**src/rtcs_pkg.sv**
```systemverilog
// Shared constants and types for the real-time clock serial slave port.
package rtcs_pkg;

    // ------------------------------------------------------------
    // Bus addressing
    // ------------------------------------------------------------
    localparam logic [7:0] SLAVE_ADDR   = 8'hD0;
    localparam int         PTR_W        = 6;
    localparam logic [5:0] LOC_CLOCK_LO = 6'h00;
    localparam logic [5:0] LOC_CLOCK_HI = 6'h07;
    localparam logic [5:0] LOC_CONTROL  = 6'h08;
    localparam logic [5:0] LOC_WATCHDOG = 6'h09;
    localparam logic [5:0] LOC_ALARM_LO = 6'h0A;
    localparam logic [5:0] LOC_RSVD_LO  = 6'h10;
    localparam logic [5:0] LOC_SQWAVE   = 6'h13;
    localparam logic [5:0] LOC_RAM_LO   = 6'h14;
    localparam logic [5:0] LOC_RAM_HI   = 6'h3F;
    localparam logic [3:0] BITS_BYTE    = 4'h8;

    // ------------------------------------------------------------
    // Timing
    // ------------------------------------------------------------
    localparam int CLK_MHZ         = 125;
    localparam int FIFO_DEPTH      = 8;
    localparam int SYNC_RST_PINS   = 3;

    // ------------------------------------------------------------
    // Types
    // ------------------------------------------------------------
    typedef struct packed {
        logic [PTR_W-1:0] addr;
        logic [7:0]       data;
    } rtcs_wr_t;

    typedef struct packed {
        logic pfail;
        logic sda;
        logic scl;
    } rtcs_pins_t;

    localparam rtcs_pins_t PINS_RESET = 3'h3;

    typedef enum logic [3:0] {
        ST_IDLE      = 4'b0000,
        ST_ADDR      = 4'b0001,
        ST_ADDR_ACK  = 4'b0010,
        ST_WADDR     = 4'b0011,
        ST_WADDR_ACK = 4'b0100,
        ST_WDATA     = 4'b0101,
        ST_WPUSH     = 4'b0110,
        ST_WDATA_ACK = 4'b0111,
        ST_RLOAD     = 4'b1000,
        ST_RDATA     = 4'b1001,
        ST_RACK      = 4'b1010,
        ST_WAIT      = 4'b1011
    } rtcs_state_t;

endpackage : rtcs_pkg

```
**src/rtcs_sync.sv**
```systemverilog
// Two-flop synchroniser for a group of asynchronous pins.
`timescale 1ns/10ps
`default_nettype none
module rtcs_sync #(
    parameter int               W         = 3,
    parameter logic [W-1:0]     RESET_VAL = '0
) (
    input  wire logic           i_core_clk,
    input  wire logic           i_rst,
    input  wire logic [W-1:0]   i_async,
    output logic      [W-1:0]   o_sync
);
    logic [W-1:0] meta;

    always_ff @(posedge i_core_clk or posedge i_rst) begin
        if (i_rst) begin
            meta   <= RESET_VAL;
            o_sync <= RESET_VAL;
        end else begin
            meta   <= i_async;
            o_sync <= meta;
        end
    end
endmodule : rtcs_sync
`default_nettype wire

```
**src/rtcs_fifo.sv**
```systemverilog
// Parameterised flip-flop FIFO with valid and ready on both sides.
`timescale 1ns/10ps
`default_nettype none
module rtcs_fifo #(
    parameter int WIDTH = 14,
    parameter int DEPTH = 8
) (
    input  wire logic             i_core_clk,
    input  wire logic             i_rst,
    input  wire logic             i_in_valid,
    output logic                  o_in_ready,
    input  wire logic [WIDTH-1:0] i_in_data,
    output logic                  o_out_valid,
    input  wire logic             i_out_ready,
    output logic      [WIDTH-1:0] o_out_data
);
    localparam int AW = (DEPTH > 1) ? $clog2(DEPTH) : 1;

    logic [WIDTH-1:0] mem [DEPTH];
    logic [AW-1:0]    wr_ptr;
    logic [AW-1:0]    rd_ptr;
    logic [AW:0]      count;
    logic             push;
    logic             pop;

    assign o_in_ready  = (count != (AW+1)'(DEPTH));
    assign o_out_valid = (count != '0);
    assign o_out_data  = mem[rd_ptr];
    assign push        = i_in_valid && o_in_ready;
    assign pop         = o_out_valid && i_out_ready;

    always_ff @(posedge i_core_clk) begin
        if (push) begin
            mem[wr_ptr] <= i_in_data;
        end
    end

    always_ff @(posedge i_core_clk or posedge i_rst) begin
        if (i_rst) begin
            wr_ptr <= '0;
            rd_ptr <= '0;
            count  <= '0;
        end else begin
            if (push) begin
                wr_ptr <= (wr_ptr == AW'(DEPTH-1)) ? '0 : wr_ptr + 1'b1;
            end
            if (pop) begin
                rd_ptr <= (rd_ptr == AW'(DEPTH-1)) ? '0 : rd_ptr + 1'b1;
            end
            if (push && !pop) begin
                count <= count + 1'b1;
            end else if (pop && !push) begin
                count <= count - 1'b1;
            end
        end
    end
endmodule : rtcs_fifo
`default_nettype wire

```
**src/rtcs_slave.sv**
```systemverilog
// Two-wire serial slave port of the real-time clock: protocol engine, pointer and power-fail guard.
`timescale 1ns/10ps
`default_nettype none
module rtcs_slave #(
    parameter int RECOVERY_DELAY_US = 1000
) (
    input  wire logic                    i_core_clk,
    input  wire logic                    i_rst,
    // Serial bus pins, both open drain.
    input  wire logic                    i_scl,
    output logic                         o_scl_o,
    output logic                         o_scl_oe,
    input  wire logic                    i_sda,
    output logic                         o_sda_o,
    output logic                         o_sda_oe,
    // Supply monitor.
    input  wire logic                    i_power_fail,
    // Write stream towards the register and RAM array.
    output logic                         o_wr_valid,
    input  wire logic                    i_wr_ready,
    output logic [rtcs_pkg::PTR_W-1:0]   o_wr_addr,
    output logic [7:0]                   o_wr_data,
    // Read port into the register and RAM array.
    output logic [rtcs_pkg::PTR_W-1:0]   o_rd_addr,
    output logic                         o_rd_strobe,
    input  wire logic [7:0]              i_rd_data,
    // Status towards the timekeeping logic.
    output logic                         o_clock_freeze,
    output logic                         o_access_blocked,
    output logic                         o_bus_busy
);

    // ------------------------------------------------------------
    // Recovery delay in core clock cycles
    // ------------------------------------------------------------
    localparam int REC_CYCLES = RECOVERY_DELAY_US * rtcs_pkg::CLK_MHZ;
    localparam int REC_W      = $clog2(REC_CYCLES + 1);

    // ------------------------------------------------------------
    // Pin synchronisation and condition detection
    // ------------------------------------------------------------
    rtcs_pkg::rtcs_pins_t pins_async;
    rtcs_pkg::rtcs_pins_t pins_sync;
    logic                 scl_q;
    logic                 sda_q;
    logic                 scl_rise;
    logic                 scl_fall;
    logic                 start_cond;
    logic                 stop_cond;

    assign pins_async.pfail = i_power_fail;
    assign pins_async.sda   = i_sda;
    assign pins_async.scl   = i_scl;

    rtcs_sync #(
        .W         (rtcs_pkg::SYNC_RST_PINS),
        .RESET_VAL (rtcs_pkg::PINS_RESET)
    ) u_sync (
        .i_core_clk (i_core_clk),
        .i_rst      (i_rst),
        .i_async    (pins_async),
        .o_sync     (pins_sync)
    );

    always_ff @(posedge i_core_clk or posedge i_rst) begin
        if (i_rst) begin
            scl_q <= 1'b1;
            sda_q <= 1'b1;
        end else begin
            scl_q <= pins_sync.scl;
            sda_q <= pins_sync.sda;
        end
    end

    assign scl_rise   = pins_sync.scl && !scl_q;
    assign scl_fall   = !pins_sync.scl && scl_q;
    // Only a data change while the clock stays high is a condition.
    assign start_cond = scl_q && pins_sync.scl && sda_q && !pins_sync.sda;
    assign stop_cond  = scl_q && pins_sync.scl && !sda_q && pins_sync.sda;

    // ------------------------------------------------------------
    // Power-fail guard
    // ------------------------------------------------------------
    logic [REC_W-1:0] rec_cnt;
    logic             blocked;

    always_ff @(posedge i_core_clk or posedge i_rst) begin
        if (i_rst) begin
            rec_cnt <= '0;
        end else if (pins_sync.pfail) begin
            // Reloading while the pin is high makes the delay run from the last deassertion.
            rec_cnt <= REC_W'(REC_CYCLES);
        end else if (rec_cnt != '0) begin
            rec_cnt <= rec_cnt - 1'b1;
        end
    end

    assign blocked = pins_sync.pfail || (rec_cnt != '0);

    always_ff @(posedge i_core_clk or posedge i_rst) begin
        if (i_rst) begin
            o_access_blocked <= 1'b0;
        end else begin
            o_access_blocked <= blocked;
        end
    end

    // ------------------------------------------------------------
    // Bus busy tracking
    // ------------------------------------------------------------
    always_ff @(posedge i_core_clk or posedge i_rst) begin
        if (i_rst) begin
            o_bus_busy <= 1'b0;
        end else if (start_cond) begin
            o_bus_busy <= 1'b1;
        end else if (stop_cond) begin
            o_bus_busy <= 1'b0;
        end
    end

    // ------------------------------------------------------------
    // Write FIFO
    // ------------------------------------------------------------
    rtcs_pkg::rtcs_wr_t fifo_in;
    rtcs_pkg::rtcs_wr_t fifo_out;
    logic               fifo_push;
    logic               fifo_in_ready;
    logic               fifo_empty_n;

    rtcs_fifo #(
        .WIDTH ($bits(rtcs_pkg::rtcs_wr_t)),
        .DEPTH (rtcs_pkg::FIFO_DEPTH)
    ) u_fifo (
        .i_core_clk  (i_core_clk),
        .i_rst       (i_rst),
        .i_in_valid  (fifo_push),
        .o_in_ready  (fifo_in_ready),
        .i_in_data   (fifo_in),
        .o_out_valid (fifo_empty_n),
        .i_out_ready (i_wr_ready),
        .o_out_data  (fifo_out)
    );

    assign o_wr_valid = fifo_empty_n;
    assign o_wr_addr  = fifo_out.addr;
    assign o_wr_data  = fifo_out.data;

    // ------------------------------------------------------------
    // Protocol engine
    // ------------------------------------------------------------
    rtcs_pkg::rtcs_state_t state;
    logic [3:0]            bit_cnt;
    logic [7:0]            rx_sr;
    logic [7:0]            tx_sr;
    logic                  read_dir;
    logic                  master_ack;
    logic [5:0]            ptr;
    logic                  run;
    logic                  byte_done;
    logic                  load_ok;
    logic                  ptr_load;
    logic                  ptr_inc;

    assign run       = !blocked && !start_cond && !stop_cond;
    assign byte_done = scl_fall && (bit_cnt == rtcs_pkg::BITS_BYTE);
    // Pending writes drain before a read so the byte sent is current.
    assign load_ok   = (state == rtcs_pkg::ST_RLOAD) && !fifo_empty_n;
    assign fifo_push = run && (state == rtcs_pkg::ST_WPUSH) && fifo_in_ready && !o_sda_oe;
    assign fifo_in.addr = ptr;
    assign fifo_in.data = rx_sr;
    assign o_rd_strobe  = run && load_ok;
    assign o_rd_addr    = ptr;
    assign ptr_load = run && byte_done && (state == rtcs_pkg::ST_WADDR);
    // The pointer moves on the clock fall that ends an acknowledge.
    assign ptr_inc  = run && scl_fall
                      && ((state == rtcs_pkg::ST_WDATA_ACK)
                          || ((state == rtcs_pkg::ST_RACK) && master_ack));

    always_ff @(posedge i_core_clk or posedge i_rst) begin
        if (i_rst) begin
            state      <= rtcs_pkg::ST_IDLE;
            bit_cnt    <= '0;
            rx_sr      <= '0;
            tx_sr      <= '0;
            read_dir   <= 1'b0;
            master_ack <= 1'b0;
            o_sda_oe   <= 1'b0;
            o_scl_oe   <= 1'b0;
        end else if (blocked) begin
            state    <= rtcs_pkg::ST_IDLE;
            bit_cnt  <= '0;
            o_sda_oe <= 1'b0;
            o_scl_oe <= 1'b0;
        end else if (start_cond) begin
            state    <= rtcs_pkg::ST_ADDR;
            bit_cnt  <= '0;
            o_sda_oe <= 1'b0;
            o_scl_oe <= 1'b0;
        end else if (stop_cond) begin
            state    <= rtcs_pkg::ST_IDLE;
            bit_cnt  <= '0;
            o_sda_oe <= 1'b0;
            o_scl_oe <= 1'b0;
        end else begin
            unique case (state)
                rtcs_pkg::ST_IDLE, rtcs_pkg::ST_WAIT: begin
                    o_sda_oe <= 1'b0;
                end
                rtcs_pkg::ST_ADDR, rtcs_pkg::ST_WADDR, rtcs_pkg::ST_WDATA: begin
                    if (scl_rise) begin
                        rx_sr   <= {rx_sr[6:0], pins_sync.sda};
                        bit_cnt <= bit_cnt + 1'b1;
                    end else if (byte_done) begin
                        bit_cnt <= '0;
                        if (state == rtcs_pkg::ST_ADDR) begin
                            if (rx_sr[7:1] == rtcs_pkg::SLAVE_ADDR[7:1]) begin
                                read_dir <= rx_sr[0];
                                o_sda_oe <= 1'b1;
                                state    <= rtcs_pkg::ST_ADDR_ACK;
                            end else begin
                                state <= rtcs_pkg::ST_WAIT;
                            end
                        end else if (state == rtcs_pkg::ST_WADDR) begin
                            o_sda_oe <= 1'b1;
                            state    <= rtcs_pkg::ST_WADDR_ACK;
                        end else begin
                            o_scl_oe <= 1'b1;
                            state    <= rtcs_pkg::ST_WPUSH;
                        end
                    end
                end
                rtcs_pkg::ST_WPUSH: begin
                    // Clock is stretched low until the FIFO has room. The acknowledge goes
                    // out one cycle before the clock is let go, so it is set up in time.
                    if (o_sda_oe) begin
                        o_scl_oe <= 1'b0;
                        state    <= rtcs_pkg::ST_WDATA_ACK;
                    end else if (fifo_in_ready) begin
                        o_sda_oe <= 1'b1;
                    end
                end
                rtcs_pkg::ST_ADDR_ACK: begin
                    if (scl_fall) begin
                        o_sda_oe <= 1'b0;
                        if (read_dir) begin
                            o_scl_oe <= 1'b1;
                            state    <= rtcs_pkg::ST_RLOAD;
                        end else begin
                            state <= rtcs_pkg::ST_WADDR;
                        end
                    end
                end
                rtcs_pkg::ST_WADDR_ACK, rtcs_pkg::ST_WDATA_ACK: begin
                    if (scl_fall) begin
                        o_sda_oe <= 1'b0;
                        state    <= rtcs_pkg::ST_WDATA;
                    end
                end
                rtcs_pkg::ST_RLOAD: begin
                    if (load_ok) begin
                        tx_sr    <= i_rd_data;
                        o_sda_oe <= !i_rd_data[7];
                        bit_cnt  <= '0;
                        state    <= rtcs_pkg::ST_RDATA;
                    end
                end
                rtcs_pkg::ST_RDATA: begin
                    // The first bit is set up a cycle before the stretched clock is let go.
                    if (o_scl_oe) begin
                        o_scl_oe <= 1'b0;
                    end else if (scl_fall) begin
                        if (bit_cnt == rtcs_pkg::BITS_BYTE - 4'h1) begin
                            o_sda_oe <= 1'b0;
                            bit_cnt  <= '0;
                            state    <= rtcs_pkg::ST_RACK;
                        end else begin
                            tx_sr    <= {tx_sr[6:0], 1'b0};
                            o_sda_oe <= !tx_sr[6];
                            bit_cnt  <= bit_cnt + 1'b1;
                        end
                    end
                end
                rtcs_pkg::ST_RACK: begin
                    if (scl_rise) begin
                        master_ack <= !pins_sync.sda;
                    end else if (scl_fall) begin
                        if (master_ack) begin
                            o_scl_oe <= 1'b1;
                            state    <= rtcs_pkg::ST_RLOAD;
                        end else begin
                            state <= rtcs_pkg::ST_WAIT;
                        end
                    end
                end
                default: begin
                    state    <= rtcs_pkg::ST_IDLE;
                    o_sda_oe <= 1'b0;
                    o_scl_oe <= 1'b0;
                end
            endcase
        end
    end

    // ------------------------------------------------------------
    // Open-drain pin values
    // ------------------------------------------------------------
    // Both pins only ever pull low; the enables alone carry the level.
    assign o_sda_o = 1'b0;
    assign o_scl_o = 1'b0;

    // ------------------------------------------------------------
    // Address pointer
    // ------------------------------------------------------------
    always_ff @(posedge i_core_clk or posedge i_rst) begin
        if (i_rst) begin
            ptr <= rtcs_pkg::LOC_CLOCK_LO;
        end else if (blocked) begin
            ptr <= rtcs_pkg::LOC_CLOCK_LO;
        end else if (ptr_load) begin
            ptr <= rx_sr[5:0];
        end else if (ptr_inc) begin
            // Six-bit counter wraps from the last RAM byte to zero.
            ptr <= ptr + 6'h01;
        end
    end

    // ------------------------------------------------------------
    // Clock update freeze
    // ------------------------------------------------------------
    always_ff @(posedge i_core_clk or posedge i_rst) begin
        if (i_rst) begin
            o_clock_freeze <= 1'b0;
        end else begin
            o_clock_freeze <= !blocked
                              && ((state == rtcs_pkg::ST_RLOAD) || (state == rtcs_pkg::ST_RDATA)
                                  || (state == rtcs_pkg::ST_RACK))
                              && (ptr <= rtcs_pkg::LOC_CLOCK_HI);
        end
    end

endmodule : rtcs_slave
`default_nettype wire

```
**config.mk**
```make
export PLATFORM = sky130hd
export DESIGN_NAME = rtcs_slave
export DESIGN_NICKNAME = d
export VERILOG_FILES = /design/src/rtcs_pkg.sv /design/src/rtcs_sync.sv /design/src/rtcs_fifo.sv /design/src/rtcs_slave.sv
export SDC_FILE = /design/constraint.sdc
export NUM_CORES = 1
export LEC_CHECK = 0
export BUFFER_PORTS_ARGS = -buffer_cell sky130_fd_sc_hd__buf_2
export CAP_MARGIN = 20
export CORE_ASPECT_RATIO = 0.75
export CORE_MARGIN = 2
export CORE_UTILIZATION = 47
export CTS_CLUSTER_SIZE = 8
export DETAILED_ROUTE_END_ITERATION = 7
export GPL_TIMING_DRIVEN = 1
export SYNTH_ARGS = -nofsm -noshare
export SYNTH_HDL_FRONTEND = slang
export SYNTH_HIERARCHICAL = 1
export SYNTH_SLANG_ARGS = --single-unit
```
**constraint.sdc**
```tcl
create_clock -name i_core_clk -period 5.1 [get_ports i_core_clk]
set_input_delay 0.51 -clock i_core_clk [delete_from_list [all_inputs] [get_ports i_core_clk]]
set_output_delay 0.51 -clock i_core_clk [all_outputs]
set_load 0.02 [all_outputs]
```
==> results of run 1 <==
-- critical path, delay by kind of cell, from the launching register on --
kind	cells	cell delay, ps
flip-flops	1	410
AO/OA/AOI/OAI	1	110
adder cells (fa/ha/maj)	3	770
buffers and inverters	4	530
AND/OR/NAND/NOR	7	1800
-- area by class of cell --
type / count / area [um^2]
clock buffers: 17 / 425
clock inverters: 15 / 175
fillers: 1450 / 8090
inverters: 13 / 48.8
multi-input cells: 363 / 3130
flip-flops and latches: 183 / 5150
well taps: 242 / 303
repair buffers: 52 / 290
-- placed cells by master (no fill, tap or decap), types with 5 or more instances in the layout --
master,count
nand3_1,16
xor2_1,7
nand4_1,5
mux4_2,17
o21ai_0,21
a21oi_1,18
nand2_1,34
dfrtp_1,64
o22ai_1,5
nor3_1,10
inv_8,7
a211oi_1,5
mux2i_1,11
xnor2_1,13
edfxtp_1,112
nand2b_1,13
buf_4,12
clkbuf_16,17
inv_1,11
ha_1,12
nor3_2,5
nor4_1,5
dfstp_2,6
buf_2,40
nor2_1,40
mux2_2,25
nor2b_1,5
mux4_1,11
-- state kept, by name, summed over array words and instances (netlist names), 3 cells and up --
| name | count |
|---|---|
| u_fifo/mem | 112 |
| rec_cnt | 17 |
| rx_sr | 8 |
| tx_sr | 7 |
| o_rd_addr | 6 |
| bit_cnt | 4 |
| state | 4 |
| u_fifo/count | 4 |
| u_fifo/rd_ptr | 3 |
| u_fifo/wr_ptr | 3 |
| u_sync/meta | 3 |
| u_sync/o_sync | 3 |
-- routing by layer --
layer / GRT usage, % / up-vias / share of wire [%]
met4: 6.54 / 0 / 1.4
met2: 29.8 / 91 / 47
li1: - / 2343 / -
met3: 3.35 / 18 / 3.3
met1: 27.1 / 2618 / 49
met5: 0 / - / 0
-- how the worst max path moves through the flow --
stage,start,end,cells past startpoint
floorplan,rec_cnt[0],u_fifo/mem[0][0],9
global placement,rec_cnt[0],u_fifo/count[3],15
detailed placement,rec_cnt[0],u_fifo/count[3],15
CTS,rec_cnt[0],u_fifo/count[3],15
global route,rec_cnt[1],u_fifo/count[3],15
finish,rec_cnt[0],u_fifo/count[3],15
-- kinds of logic (layout without fill, tap and decap cells) --
family                   Yosys count  count (layout)
AO/OA/AOI/OAI                     80              80
multiplexers                      69              69
other                              1               2
AND/OR/NAND/NOR                  179             179
flip-flops                       183             183
adder cells (fa/ha/maj)           13              13
XOR/XNOR                          20              20
buffers and inverters             39              97
-- power breakdown --
group | internal [mW] | total [mW] | leakage, nW | switching [mW]
logic | 0.0263 | 0.0681 | 1.21 | 0.0418
clock network | 0.706 | 1.33 | 0.291 | 0.621
registers | 1.57 | 1.59 | 1.69 | 0.0200
total | 2.30 | 2.99 | 3.20 | 0.682
-- synth_stat cells, types with 9 or more instances --
library cell / n / area (um^2)
inv_1: 12 / 45.0
mux4_2: 17 / 383
edfxtp_1: 112 / 3360
nor2_1: 40 / 150
mux4_1: 11 / 289
mux2i_1: 11 / 110
clkbuf_1: 9 / 33.8
nand2b_1: 13 / 81.3
nand3_1: 16 / 80.1
xnor2_1: 13 / 114
mux2_2: 25 / 282
a21oi_1: 18 / 90.1
dfrtp_1: 65 / 1630
ha_1: 12 / 150
nand2_1: 34 / 128
o21ai_0: 21 / 105
nor3_1: 14 / 70.1
-- through the flow --
| stage | util (%) | instances | power, mW | hold slack (ps) |
|---|---|---|---|---|
| 2_1_floorplan | - | 585 | 1.67 | 298 |
| 3_3_place_gp | 50.6 | 853 | 1.69 | 347 |
| 3_5_place_dp | 50.6 | 853 | 1.69 | 342 |
| 4_1_cts | 54.1 | 885 | 3.03 | 10.9 |
| 5_1_grt | 54.1 | 885 | 3.09 | 29.0 |
| 6_report | 54.1 | 885 | 2.99 | 28.4 |
==> metrics, run 1 <==
Static Leak=3.20 nW; gpl congestion=0.890; Yosys reg bits=183; Buffers on Ports=40; num rows=42; CP peak stage delay=490 ps; Tcrit/Tclk final=74.1%; routed len/inst=19.3 um; Crit Path Category=reg2reg; final setup violation count=0; gr usage total=19.0%; critical path, cell by cell=inv_1, ha_1, nor4b_4, nand3_1, nor4_4, buf_4, and4_1, nand2_8, inv_1, ha_1, inv_1, ha_1, or4_1, nand3_1, o221ai_1; die area=0.0191 mm^2; Post-Synth XOR/XNOR Area=2.07%; Clock Sinks=183; area grow syn2layout=12.7%; Post-Route Setup TNS=0 ps; ys async rst share=38.8%; Net count, final=657; I/O pin cnt=43; number of buffers inserted by post-CTS setup repair=0; RSZ-0062 raised after global routing=no; via count of the first global-routing pass=5,111; 1st-iter DRT viols=355; CP max stage cell=or4_1; worst skew pair latency=430 ps; area of the core=0.0176 mm^2; Routed WL=17,100 um; post-place instance area=0.00892 mm^2; r2r startpoint=rec_cnt[0]; Setup WS pre-CTS=1350 ps; HPWL after detailed placement=11,200 um; sequential area share after synthesis=61.0%; Max VDD drop=0.168 mV; max_cap viols=0; antenna-violating nets left=0; final instance area=0.00952 mm^2; largest net degree at the start of global routing=41; Peak Freq=0.265 GHz; Synth Instances=584; antenna violations before repair=0; simple-gate share of the synthesized area=12.8%; via count=5,070; Post-Syn Area per Cell=14.5 um^2; Mapped Area=0.00844 mm^2; total gr overflow=0; dominant combinational cell family by area after synthesis=multiplexers; power density over the cells=314 mW/mm^2; CTS tree=built; final-report hold violation count=0; Initial Util=48.0%; first-pass GRT wire length=27,800 um; Synth Area in Compound Gates=6.31%; height of the die=120 um; Worst slew margin=33.2%; Post-Synth Adder-Cell Area=2.02%; outcome=complete, no violations; Final min period=3780 ps; Residual DRC=0; Final Max Tran Viols=0; CTS Root Cell=clkbuf_16; number of synthesized flops with an enable pin=112; n_diodes=0; Synth Warn #=6; Pre-antenna DRT Iters=5; PostCTS Resize Cnt=0; Reg-to-Reg End=u_fifo/count[3]; Data required, critical path=5400 ps; worst-case clock skew=12.5 ps; maximum clock path buffer count=2; r2r setup slk=1320 ps; CTS Hold Bufs=0; WP data arrival=4070 ps; top_reg_cell synth=edfxtp_1; Worst-Margin Slew=1000 ps; Die Span X=159 um; Worst R2R Path Depth=15; layout cells sized above 1=26.1%; Final WS setup=1320 ps; min-delay worst type=in2async; clk slew on worst S/H paths=70 ps; H-tree levels=4; Crit Path Max Fanout=12; Cell variety after synth=80; Crit. End Element=register; mux cell area share after synthesis=13.4%; total CTS buffers=17; CP startpoint kind=register; vias per cell=5.73
No activity file was read; power rests on OpenSTA's default activity.
==> run 2: changes to the inputs <==
- clock period: 5.1 -> 3.8 ns (I/O delays scaled with it)
==> metrics, run 2 (synthesis results as in run 1) <==
worst-case clock skew=11.0 ps (was 12.5 ps); Routed WL=17,200 um (was 17,100 um); gr usage total=19.5% (was 19.0%); CTS Root Cell=clkbuf_16 (unchanged); CP startpoint kind=register (unchanged); Final Max Tran Viols=0 (unchanged); n_diodes=0 (unchanged); Tcrit/Tclk final=93.7% (was 74.1%); Post-Route Setup TNS=0 ps (unchanged); Fill cells=1,423 (was 1,450); worst skew pair latency=430 ps (about the same); gpl congestion=0.872 (was 0.890); Reg area=0.00515 mm^2 (unchanged); Worst-Margin Slew=780 ps (was 1000 ps); area of the core=0.0176 mm^2 (unchanged); Top reg by flops=u_fifo/mem (unchanged); I/O pin cnt=43 (unchanged); final setup violation count=0 (unchanged); Max VDD drop=0.228 mV (was 0.168 mV); antenna violations before repair=0 (unchanged); combinational group share of total power=2.4% (was 2.3%); Initial Util=48.0% (unchanged); sequential share of power=52.6% (was 53.3%); outcome=complete, no violations (unchanged); Crit. End Element=register (unchanged); r2r setup slk=240 ps (was 1320 ps); 1st-iter DRT viols=357 (was 355); Clock Sinks=183 (unchanged); layout cells sized above 1=26.5% (was 26.1%); power density over the cells=424 mW/mm^2 (was 314 mW/mm^2); die area=0.0191 mm^2 (unchanged); total power=4.06 mW (was 2.99 mW); via count=5,060 (was 5,070); Pre-antenna DRT Iters=5 (unchanged); max_cap viols=0 (unchanged); Data required, critical path=4090 ps (was 5400 ps); WP data arrival=3850 ps (was 4070 ps); Crit Path Max Fanout=8 (was 12); Peak Freq=0.281 GHz (was 0.265 GHz); Die Span X=159 um (unchanged); Int Pwr=3.24 mW (was 2.30 mW); height of the die=120 um (unchanged); largest net degree at the start of global routing=31 (was 41); min-delay worst type=in2reg (was in2async); area grow syn2layout=13.5% (was 12.7%); Net count, final=664 (was 657); antenna-violating nets left=0 (unchanged); clk slew on worst S/H paths=60 ps (was 70 ps); CTS tree=built (unchanged); Crit Path Category=reg2reg (unchanged); total CTS buffers=17 (unchanged); H-tree levels=4 (unchanged); commonest non-fill, non-tap cells in the layout=112 x edfxtp_1, 64 x dfrtp_1, 40 x nor2_1, 40 x buf_2, 34 x nand2_1 (unchanged); routed len/inst=19.3 um (about the same); RSZ-0062 raised after global routing=no (unchanged); vias per cell=5.68 (was 5.73); Static Leak=3.23 nW (was 3.20 nW); Switching Fraction=20.2% (was 22.8%); HPWL after detailed placement=11,200 um (about the same); num rows=42 (unchanged); final-report hold violation count=0 (unchanged); first-pass GRT wire length=28,300 um (was 27,800 um); Residual DRC=0 (unchanged); clock group share of total power=45.0% (was 44.4%); Worst slew margin=48.0% (was 33.2%); Regs by FF count=u_fifo/mem x112, rec_cnt x17, rx_sr x8 (unchanged); Buffers on Ports=40 (unchanged); max reg flops=112 (unchanged); maximum clock path buffer count=2 (unchanged); via count of the first global-routing pass=5,165 (was 5,111); Multi-input gate area=0.00313 mm^2 (about the same); commonest non-fill, non-tap cell in the layout=edfxtp_1 (unchanged); total gr overflow=0 (unchanged); Psw=0.820 mW (was 0.682 mW); Final min period=3560 ps (was 3780 ps)
==> run 2: per-stage QoR <==
stage / hold WS (ps) / utilization (%) / setup slack [ps] / cells / cell area (um^2)
6_report: 57.0 / 54.4 / 239 / 891 / 9580
5_1_grt: 26.9 / 54.4 / 11.3 / 891 / 9580
4_1_cts: 35.4 / 54.4 / 123 / 891 / 9580
3_5_place_dp: 345 / 50.9 / 163 / 859 / 8960
3_3_place_gp: 346 / 50.9 / 287 / 859 / 8960
2_1_floorplan: 168 / - / 51.3 / 585 / 8450
==> run 2: critical path, cell delays in order, from the launching register on <==
cell	delay [ps]
dfrtp_1	400
inv_1	90
ha_1	160
nor4b_4	280
nand3_2	190
nor4_4	360
and4_2	350
nand2_8	90
inv_1	70
ha_1	230
inv_1	130
ha_1	390
or4_1	490
nand3_1	90
o221ai_1	110
==> run 2: area by class of cell <==
class,instances,area share (%)
clock buffers,17,4.44
clock inverters,14,1.88
inverters,13,0.509
multi-input cells,363,32.7
flip-flops and latches,183,53.7
well taps,242,3.16
repair buffers,59,3.60
==> run 2: power groups by stage <==
| stage | logic [mW] | clock network [mW] | registers (mW) |
|---|---|---|---|
| 3_3_place_gp | 0.0941 | 0 | 2.17 |
| 6_report | 0.0971 | 1.83 | 2.14 |
| 2_1_floorplan | 0.0697 | 0 | 2.17 |
| 5_1_grt | 0.110 | 1.95 | 2.14 |
| 4_1_cts | 0.0982 | 1.87 | 2.14 |
| 3_5_place_dp | 0.0965 | 0 | 2.18 |
==> run 2: repair_timing <==
item | CTS | global route
endpoints found under the hold margin | 12 | 0
endpoints found under the setup margin | 0 | 1
buffers inserted | 0 | 0
hold buffers | 1 | 0
gates resized for setup | 0 | 2
==> run 2: layer usage <==
layer  GRT usage [%]  vias to the layer above  part of all wire (%)  wire, um
met4            6.02                        0                  0.80       138
met2            30.1                       93                    48      8250
met5               0                        -                     0         0
met3            4.15                       14                   3.5       600
met1            27.9                     2611                    48      8240
li1                -                     2342                     -         -
==> run 2: path summary, 6_finish.rpt <==
path,endpoint,start,depth (start not counted)
worst max-delay path,u_fifo/count[3],rec_cnt[0],14
worst min register to register,u_sync/o_sync[2],u_sync/meta[2],0
worst min-delay path,u_sync/meta[1],i_sda,1
max in group asynchronous,rec_cnt[0],i_rst,4
min in group asynchronous,u_sync/meta[2],i_rst,3
worst max register to register,u_fifo/count[3],rec_cnt[0],14
